`config.mk`:
```
export PLATFORM = sky130hd
export DESIGN_NAME = bcc_control
export DESIGN_NICKNAME = d
export VERILOG_FILES = /design/src/core/bcc_pkg.sv /design/src/core/bcc_edge_detect.sv /design/src/core/bcc_control.sv
export VERILOG_INCLUDE_DIRS = /design/src /design/src/core
export SDC_FILE = /design/constraint.sdc
export NUM_CORES = 1
export LEC_CHECK = 0
export BUFFER_PORTS_ARGS = -buffer_cell sky130_fd_sc_hd__buf_2
export CORE_MARGIN = 2
export CORE_UTILIZATION = 53
export DETAILED_ROUTE_END_ITERATION = 10
export PLACE_DENSITY = 0.86
export SYNTH_ARGS = -nofsm -noshare
export SYNTH_HDL_FRONTEND = slang
export SYNTH_SLANG_ARGS = --single-unit
```
`constraint.sdc`:
```
create_clock -name sys_clk -period 1.7 [get_ports sys_clk]
set_input_delay 0.51 -clock sys_clk [delete_from_list [all_inputs] [get_ports sys_clk]]
set_output_delay 0.51 -clock sys_clk [all_outputs]
set_load 0.1 [all_outputs]
```
`src/core/bcc_map.svh`:
```
// Field positions, command codes and reset values of the branch coupler control
`ifndef BCC_MAP_SVH
`define BCC_MAP_SVH

// Control command codes
`define BCC_CMD_STATUS      8'h5a
`define BCC_CMD_ALLOFF      8'h66
`define BCC_CMD_DISCHARGE   8'h99

// Settings write byte fields
`define BCC_CB_DATA         7
`define BCC_CB_ASSOC        6
`define BCC_CB_MODE         5
`define BCC_CB_GUARD_HI     4
`define BCC_CB_GUARD_LO     3

// State report byte fields
`define BCC_IB_MAIN_STAT    0
`define BCC_IB_MAIN_LINE_LEVEL_SENSE    1
`define BCC_IB_AUX_STAT     2
`define BCC_IB_AUX_LINE_LEVEL_SENSE     3
`define BCC_IB_EVT_MAIN     4
`define BCC_IB_EVT_AUX      5
`define BCC_IB_CTL_REPORT   6
`define BCC_IB_MODE         7

// Power-on settings
`define BCC_RST_MODE        1'b0
`define BCC_RST_ASSOC       1'b0
`define BCC_RST_DATA        1'b0
`define BCC_RST_LEVEL       1'b1

// Bit counter
`define BCC_BIT_FIRST       3'h0
`define BCC_BIT_LAST        3'h7
`define BCC_BIT_STEP        3'h1

`endif

```
`src/core/bcc_pkg.sv`:
```
// Types shared by the branch coupler control modules
package bcc_pkg;

  typedef enum logic [2:0] {
    BCC_IDLE,
    BCC_CMD,
    BCC_CTRL,
    BCC_INFO,
    BCC_CONF,
    BCC_ECHO,
    BCC_DONE
  } bcc_phase_t;

  typedef struct packed {
    logic mainOn;
    logic auxOn;
    logic dischargeOn;
  } bcc_branch_t;

  typedef struct packed {
    bcc_phase_t phase;
    logic [2:0] cnt;
    logic [7:0] sh;
    logic [7:0] snap;
    logic       mode;
    logic       assoc;
    logic       ctlData;
    logic       mainOn;
    logic       auxOn;
    logic       discharge;
    logic       evMain;
    logic       evAux;
  } bcc_state_t;

  typedef struct packed {
    logic prevLevel;
  } bcc_edge_t;

endpackage

```
`src/core/bcc_edge_detect.sv`:
```
// Falling edge detector for one branch line while the branch is inactive
`timescale 1ns/10ps
`default_nettype none
`include "bcc_map.svh"

module bcc_edge_detect
  import bcc_pkg::*;
(
  input  wire logic sys_clk,
  input  wire logic rst_b,
  input  wire logic lineLevel,
  input  wire logic lineIdle,
  output logic      fallEvt
);

  bcc_edge_t q;
  bcc_edge_t d;

  always_comb
  begin
    d = q;
    d.prevLevel = lineLevel;
  end

  always_ff @(posedge sys_clk or negedge rst_b)
  begin
    if (!rst_b)
      q <= '{prevLevel: `BCC_RST_LEVEL};
    else
      q <= d;
  end

  // Only counted while decoupled; a live branch toggles on every slot
  assign fallEvt = q.prevLevel & ~lineLevel & lineIdle;
endmodule
`default_nettype wire

```
`src/core/bcc_control.sv`:
```
// Control command interpreter of the branch coupler: status exchange and branch switching
//
// How it works
// - Status command: control byte in, info out
// - Confirmation byte repeats the info byte
// - Power-on: auto mode, control follows main
// - Control bit 6 picks associated branch
// - Control bit 5 picks auto or manual
// - Manual mode: bit 7 drives transistor
// - Update only when bits 3,4 zero
// - Info byte shows settings after update
// - Info bits 0,2: branch inactive flags
// - Info bits 1,3: sensed branch levels
// - Falling edge on inactive branch sets flag
// - Only all-lines-off clears event flags
// - Info bit 7 mode, bit 6 control
// - All-lines-off drops branches, ends discharge
// - All-lines-off in auto turns transistor off
// - Power-on leaves both branches off
// - All-lines-off keeps mode and association
// - One branch on switches other off
// - Every known command returns a feedback byte; unknown codes get none
// - Command is code plus optional bytes
// - Bytes travel least significant bit first
// - Commands accepted only after ROM addressing
`timescale 1ns/10ps
`default_nettype none
`include "bcc_map.svh"

module bcc_control
  import bcc_pkg::*;
(
  input  wire logic  sys_clk,
  input  wire logic  rst_b,
  input  wire logic  romDone,
  input  wire logic  busReset,
  input  wire logic  slotStb,
  input  wire logic  slotBit,
  output logic       readActive,
  output logic       readBit,
  input  wire logic  onMainReq,
  input  wire logic  onAuxReq,
  input  wire logic  mainLevel,
  input  wire logic  auxLevel,
  output bcc_branch_t branchOut,
  input  wire logic  ctlPinI,
  output logic       ctlPinO,
  output logic       ctlPinOe
);

  ////////////////////////////////////////////////////////////////////////////
  // Helpers

  function automatic logic ctlDrive(input bcc_state_t s);
    if (s.mode)
      ctlDrive = s.ctlData;
    else
      ctlDrive = s.assoc ? s.auxOn : s.mainOn;
  endfunction

  function automatic logic [7:0] infoByte(input bcc_state_t s,
                                          input logic       mLvl,
                                          input logic       aLvl);
    logic [7:0] b;
    b = 8'h00;
    b[`BCC_IB_MAIN_STAT]  = ~s.mainOn;
    b[`BCC_IB_MAIN_LINE_LEVEL_SENSE]  = mLvl;
    b[`BCC_IB_AUX_STAT]   = ~s.auxOn;
    b[`BCC_IB_AUX_LINE_LEVEL_SENSE]   = aLvl;
    b[`BCC_IB_EVT_MAIN]   = s.evMain;
    b[`BCC_IB_EVT_AUX]    = s.evAux;
    b[`BCC_IB_CTL_REPORT] = s.mode ? s.ctlData : s.assoc;
    b[`BCC_IB_MODE]       = s.mode;
    infoByte = b;
  endfunction

  ////////////////////////////////////////////////////////////////////////////
  // Edge detectors

  bcc_state_t q;
  bcc_state_t d;
  logic       mainFall;
  logic       auxFall;

  bcc_edge_detect uMainEdge (
    .sys_clk   (sys_clk),
    .rst_b     (rst_b),
    .lineLevel (mainLevel),
    .lineIdle  (~q.mainOn),
    .fallEvt   (mainFall)
  );

  bcc_edge_detect uAuxEdge (
    .sys_clk   (sys_clk),
    .rst_b     (rst_b),
    .lineLevel (auxLevel),
    .lineIdle  (~q.auxOn),
    .fallEvt   (auxFall)
  );

  ////////////////////////////////////////////////////////////////////////////
  // Command sequencer

  logic [7:0] byteIn;
  logic       lastBit;
  logic       allOff;

  always_comb
  begin
    d       = q;
    allOff  = 1'b0;
    byteIn  = {slotBit, q.sh[7:1]};
    lastBit = slotStb && (q.cnt == `BCC_BIT_LAST);
    if (slotStb)
      d.cnt = q.cnt + `BCC_BIT_STEP;

    case (q.phase)
      BCC_IDLE:
      begin
        d.cnt = `BCC_BIT_FIRST;
        if (romDone)
          d.phase = BCC_CMD;
      end
      BCC_CMD:
      begin
        if (slotStb)
          d.sh = byteIn;
        if (lastBit)
        begin
          // Any new code ends a discharge
          d.discharge = 1'b0;
          if (byteIn == `BCC_CMD_STATUS)
            d.phase = BCC_CTRL;
          else if (byteIn == `BCC_CMD_ALLOFF)
          begin
            allOff  = 1'b1;
            d.phase = BCC_ECHO;
          end
          else if (byteIn == `BCC_CMD_DISCHARGE)
          begin
            d.mainOn    = 1'b0;
            d.auxOn     = 1'b0;
            d.discharge = 1'b1;
            d.phase     = BCC_ECHO;
          end
          else
            d.phase = BCC_DONE;
        end
      end
      BCC_CTRL:
      begin
        if (slotStb)
          d.sh = byteIn;
        if (lastBit)
        begin
          // Bits 0 to 2 are not looked at
          if (!byteIn[`BCC_CB_GUARD_HI] && !byteIn[`BCC_CB_GUARD_LO])
          begin
            d.mode    = byteIn[`BCC_CB_MODE];
            d.assoc   = byteIn[`BCC_CB_ASSOC];
            d.ctlData = byteIn[`BCC_CB_DATA];
          end
          d.phase = BCC_INFO;
        end
      end
      BCC_INFO, BCC_CONF, BCC_ECHO:
      begin
        if (slotStb)
          d.sh = {1'b0, q.sh[7:1]};
        if (lastBit)
        begin
          if (q.phase == BCC_INFO)
          begin
            d.sh    = q.snap;
            d.phase = BCC_CONF;
          end
          else
            d.phase = BCC_DONE;
        end
      end
      BCC_DONE:
      begin
        d.cnt = `BCC_BIT_FIRST;
      end
      default:
      begin
        d.phase = BCC_IDLE;
      end
    endcase

    if (allOff)
    begin
      // Mode, association and manual data stay as they are
      d.mainOn    = 1'b0;
      d.auxOn     = 1'b0;
      d.discharge = 1'b0;
      d.evMain    = 1'b0;
      d.evAux     = 1'b0;
    end

    if (onMainReq)
    begin
      d.mainOn = 1'b1;
      d.auxOn  = 1'b0;
    end
    else if (onAuxReq)
    begin
      d.auxOn  = 1'b1;
      d.mainOn = 1'b0;
    end

    // Set after the clear so an edge in the clearing cycle survives
    if (mainFall)
      d.evMain = 1'b1;
    if (auxFall)
      d.evAux = 1'b1;

    // Report built from the updated copy, flags of this cycle included
    if (q.phase == BCC_CTRL && lastBit)
    begin
      d.sh   = infoByte(d, mainLevel, auxLevel);
      d.snap = d.sh;
    end

    if (busReset)
    begin
      d.phase = BCC_IDLE;
      d.cnt   = `BCC_BIT_FIRST;
    end
  end

  always_ff @(posedge sys_clk or negedge rst_b)
  begin
    if (!rst_b)
    begin
      q           <= '0;
      q.phase     <= BCC_IDLE;
      q.mode      <= `BCC_RST_MODE;
      q.assoc     <= `BCC_RST_ASSOC;
      q.ctlData   <= `BCC_RST_DATA;
      q.mainOn    <= 1'b0;
      q.auxOn     <= 1'b0;
    end
    else
      q <= d;
  end

  ////////////////////////////////////////////////////////////////////////////
  // Outputs

  // Read slots answer only while a byte is on its way to the master
  assign readActive = (q.phase == BCC_INFO) || (q.phase == BCC_CONF) || (q.phase == BCC_ECHO);
  assign readBit    = q.sh[0];

  assign branchOut.mainOn      = q.mainOn;
  assign branchOut.auxOn       = q.auxOn;
  assign branchOut.dischargeOn = q.discharge;

  // Open drain: only ever pulls low, pin level sensed outside
  assign ctlPinO  = 1'b0;
  assign ctlPinOe = ctlDrive(q);
endmodule
`default_nettype wire

```
; Word level (Yosys, flattened, before mapping)
; Index checks and enable logic that the tools add are counted.
[totals]
in_bits = 11
output_inout_bits = 7
reg_bits = 32
elab_cells = 97
[classes]
n_reduce_logical = 18
addsub = 1
eq_ne = 16
n_bitwise = 10
muxes = 38
[ops]
columns = op, n
row1 = 3-bit 2-to-1 mux, 16
row2 = 8-bit 2-to-1 mux, 4
row3 = 8-bit by 7-bit equality test with 1-bit output (second input constant), 2
row4 = 16-bit 2-to-1 mux, 1
row5 = 8-bit case mux with 2 select lines, 1
row6 = 3-bit case mux with 5 select lines, 1
row7 = 3-bit equality test (second input constant), 4
row8 = 3-bit != test (second input constant), 4
row9 = 1-bit 2-to-1 mux, 9
row10 = 8-bit equality test (second input constant), 1
row11 = 2-bit 2-to-1 mux, 4
row12 = 3-bit by 2-bit equality test with 1-bit output (second input constant), 2
row13 = 6-bit 2-to-1 mux, 1
row14 = 1-bit inverter, 6
row15 = 3-bit nonzero test, 2
row16 = 5-bit 2-to-1 mux, 1
row17 = 5-bit AND reduction, 1
row18 = 1-bit AND, 4
row19 = 2-bit AND reduction, 2
row20 = 2-bit nonzero test, 2
row21 = 2-bit OR reduction, 2
row22 = 3-bit by 1-bit adder with 3-bit output (second input constant), 1
row23 = 3-bit by 1-bit equality test with 1-bit output (second input constant), 1
row24 = 1-bit logical AND, 3
row25 = other kinds (6), 8

; Longest topological paths before layout
[depth]
word_depth = 11
ltp_mapped = 7
mapped_depth_nobuf = 7

; Hierarchy
; From an unflattened synthesis, not the netlist that was laid out.
[unflattened]
cells_unflattened = 184
area_unflattened_um2 = 1769.2
[modules_own_cells]
columns = mod, seq_area_each_um2, area_each_um2, cells_per_inst, instances
row1 = bcc_control, 750.7, 1699.1, 180, 1
row2 = bcc_edge_detect, 26.3, 35.0, 2, 2

; Worst setup path after synthesis
; No wires, ideal clock.
[synth_timing]
kind = flip-flop to output port
startpoint = register q[6] in the netlist's numbering
endpoint = output ctlPinOe
required_time_ns = 1.190
t_arrival_ns = 2.606
path_stages_with_launch = 3
setup_slack_ns = -1.416
cell_sequence = dfrtp_1 > mux2i_1 > o21ai_0
[synth_via]
elab_chain_len = 2
[synth_lines]
columns = element, line
row1 = from (decl), bcc_control.sv:80  ; bcc_state_t q;
row2 = 1-bit 2-to-1 mux, bcc_control.sv:58  ; ctlDrive = s.assoc ? s.auxOn : s.mainOn;
row3 = 1-bit 2-to-1 mux, bcc_control.sv:55  ; if (s.mode)
row4 = to (decl), bcc_control.sv:48  ; output logic ctlPinOe
; Every way passes these cells.

; Final worst setup path
[layout_timing]
startpoint = register q[29] in the netlist's numbering
endpoint = output readActive
[layout_via]
elab_chain_len = 3
elab_cells_between_ends = 5
[layout_lines]
columns = element, line
row1 = 3-bit by 2-bit equality test with 1-bit output / 3-bit equality test (equally long branches), bcc_control.sv:252  ; assign readActive = (q.phase == BCC_INFO) || (q.phase == BCC_CONF) || (q.phase == BCC_ECHO);
row2 = 1-bit logical OR, bcc_control.sv:252
row3 = 1-bit logical OR (*), bcc_control.sv:252
row4 = to (decl), bcc_control.sv:39  ; output logic readActive,
; Every way passes the cells marked *; elsewhere a longest branch is shown, timed or not.

==> results.md <==
- Synth Cell Area: about 0.0019 mm²
- Max incr delay on CP: between 0.4 and 0.5 ns
- Worst-path clk slew: 0.12 ns
- Area grow syn2layout: 44.8%
- CP Launch Type: register
- Port bufs: 15
- Wire length on met2: between 2 and 3 mm
- Antenna viol nets, final: 0
- Sw Ratio: around two fifths
- Internal power: 1.60 mW
- Clock Skew: around 0.019 ns
- Top Family by Delay on Critical Path: flip-flops
- Syn_nets: 214
- Max Cap Viol: 0
- Period utilization: 117%
- Finish-stage setup viols: 18
- Psw: about 1.1 mW
- Gpl congestion: approximately 0.9
- Clock root buffer master: clkbuf_4
- Num CTS Buffers: 5
- CTS max path bufs: 2
- Die width: roughly 63 µm
- Top routing layer in use: met4
- Crit path DAT: ~1.5 ns
- CP cell instances: buf_6 > o21ai_4 > clkinvlp_4 > buf_12
- Clk pwr share: between 20% and 30%
- CTS tree: built
- CP Data Required Time: roughly 1.2 ns
- Power, Total: ~2.7 mW
- Vias in the first global route: around 1800
- Violated checks: setup timing
- Initial Util: 55.2%
- Design area: approximately 0.0027 mm²
- Leak Pwr: ~1.2 nW
- Maximum clock rate: approximately 500 MHz
- Antenna violations before repair: 0
- Max-slew headroom: between 60% and 70%
- Worst Hold Class: in2async
- Total track usage: between 20% and 30%
- Slew @ Worst Pin: between 0.4 and 0.5 ns
- Die ar.: about 0.004 mm²
- Post-synth EDFFs: 0
- Commonest cells after routing, fill and taps aside: 39 x buf_4, 28 x dfrtp_1, 22 x nand2_1
- First-pass GRT wire length: roughly 8.6 mm
- Largest net degree at the start of global routing: 33
- Die Y: about 63 µm
- Residual DRC: 0
- Yosys Warn Count: 0
- Pwr dens: ~990 mW/mm²
- Metal1 wirelength: 2.36 mm
- Antenna diodes: 0
- Most common flop cell mapped by yosys: dfrtp_1
- Critical-path cell with the highest stage delay: dfrtp_2
- Asr flop ratio synth: between 90% and 100%
- Kind of critical path: reg2out
- Yosys reg bits: 32
- Peak VDD IR: approximately 0.0010 V
- Wirelength per Cell: between 20 and 25 µm
- Final wirelength: 6.27 mm
- Detailed Route Iter0 Violations: 225
- Setup ws final: -0.287 ns
- Final net count: roughly 270
- Syn Area/Cell: just over 9 µm²
- WL met3: between 600 and 700 µm
- Hold Fails Final Rpt: 0
- Status: finished with violations
- Vias: 1970
- Seq/Total Area, Yosys: between 40% and 50%
- Clk sinks: 32
- Syn Inst Count: 201
- CP bufs+invs: 3
- Detailed Place HPWL: roughly 3.3 mm
- Placed Area: ~0.0023 mm²
- Fill cell count: ~190
- Commonest non-fill, non-tap cell in the layout: buf_4
- Drt first pass iters: 5
- RSZ-0062 raised after global routing: yes
- Part of the power in registers: a little under two fifths
- Io pins: 18
- GRT overflow: 0
- Hold bufs inserted after CTS: 0
- Combinational share of power: approximately 40%
- H-Tree Depth: 2
- Worst skew pair latency: 0.36 ns
- Synth unique cells: 52
- Worst setup EP type: primary output
- Final count of pins violating max slew: 0
- Avg Vias per Cell: approximately 6.4
- Row cnt: 21
- Core area: 0.00336 mm²
- CP Max Fanout: 5
- Min Clock Period, post-route: approximately 2.0 ns
- Share of layout cells above drive strength 1: 46.9%
## synth_stat cells, types with 2 or more instances
cell type / n / share of area [%]
a31oi_1: 2 / 0.67
mux2i_1: 5 / 2.7
dfstp_2: 2 / 2.8
buf_2: 4 / 1.1
o22ai_1: 2 / 0.67
a22oi_1: 2 / 0.81
nor3_1: 6 / 1.6
buf_4: 5 / 2.0
o31a_1: 2 / 0.94
buf_6: 2 / 1.2
nor3b_1: 2 / 0.81
nand2_1: 30 / 6.1
nand3_1: 4 / 1.1
a2bb2oi_1: 2 / 0.94
ha_1: 2 / 1.3
nand2b_1: 4 / 1.3
a21o_1: 2 / 0.81
o21ai_1: 4 / 1.1
a211o_1: 2 / 0.94
nor2_1: 20 / 4.0
nand3b_1: 3 / 1.2
mux2_2: 2 / 1.2
nand4bb_1: 3 / 1.8
and2_1: 2 / 0.67
o221ai_1: 3 / 1.4
or2_1: 2 / 0.67
inv_1: 9 / 1.8
o21ai_0: 9 / 2.4
a21oi_1: 11 / 3.0
dfrtp_1: 30 / 40
nor4_1: 2 / 0.67
## state kept, by name, indices dropped and copies added (netlist names)
signal       count
uAuxEdge.q       1
readBit          1
branchOut        3
q               19
uMainEdge.q      1
byteIn           7
## cells by family (layout without fill, tap and decap cells)
kind of cell,count (synthesis),in the layout,share of synthesized area [%]
multiplexers,8,8,4.71
other,1,1,0.202
buffers and inverters,21,82,6.33
AND/OR/NAND/NOR,86,86,24.4
AO/OA/AOI/OAI,50,50,19.3
flip-flops,32,32,43.2
adder cells (fa/ha/maj),2,2,1.35
XOR/XNOR,1,1,0.471
## stage by stage
step	std cells	setup slack, ns	util (%)	TNS [ns]	hold WS [ns]
final	308	-0.287	80.0	-1.96	0.158
after global routing	308	-0.332	80.0	-3.23	0.174
after CTS	300	-0.263	73.4	-0.686	0.166
after detailed placement	284	-0.0916	67.0	-0.868	0.469
after global placement	284	-0.0379	67.0	-0.260	0.462
after floorplan	201	-0.116	-	-0.372	0.214
## worst paths after layout
check	start	to	slack, ns	cells past startpoint
max	q[29]	readActive	-0.29	4
min	rst_b	q[9]	0.16	2
max reg2reg	q[28]	byteIn[1]	-0.20	7
min reg2reg	q[12]	q[12]	0.50	2
max in group asynchronous	rst_b	uAuxEdge.q	1.22	2
min in group sys_clk	auxLevel	uAuxEdge.q	0.29	1
## power by group through the flow
stage	logic [mW]	registers, mW	clock network [mW]
2_1_floorplan	0.487	1.06	0
3_3_place_gp	0.822	0.987	0
3_5_place_dp	0.847	0.992	0
4_1_cts	0.888	0.977	0.586
5_1_grt	1.13	1.01	0.626
6_report	1.07	0.994	0.594
## per-layer routing
layer | GRT usage, % | up-vias
met2 | 44.4 | 174
met1 | 36.4 | 924
met3 | 6.61 | 35
li1 | - | 837
met4 | 14.7 | 0
met5 | 0 | -
## layout make-up
| class | count | area [µm²] | share of cell area (%) |
|---|---|---|---|
| Multi-Input combinational cell | 148 | 1150 | 42.8 |
| Sequential cell | 32 | 806 | 29.9 |
| Timing Repair Buffer | 65 | 563 | 20.9 |
| Tap cell | 46 | 57.6 | 2.14 |
| Clock buffer | 6 | 41.3 | 1.53 |
| Inverter | 9 | 37.5 | 1.39 |
| Clock inverter | 2 | 35.0 | 1.30 |
## repair_timing
item | CTS | global route
buffers inserted | 8 | 8
gates resized for setup | 21 | 39
setup endpoints to repair | 19 | 25
pin swaps | 6 | 19
(Power assumes the default switching activity.)
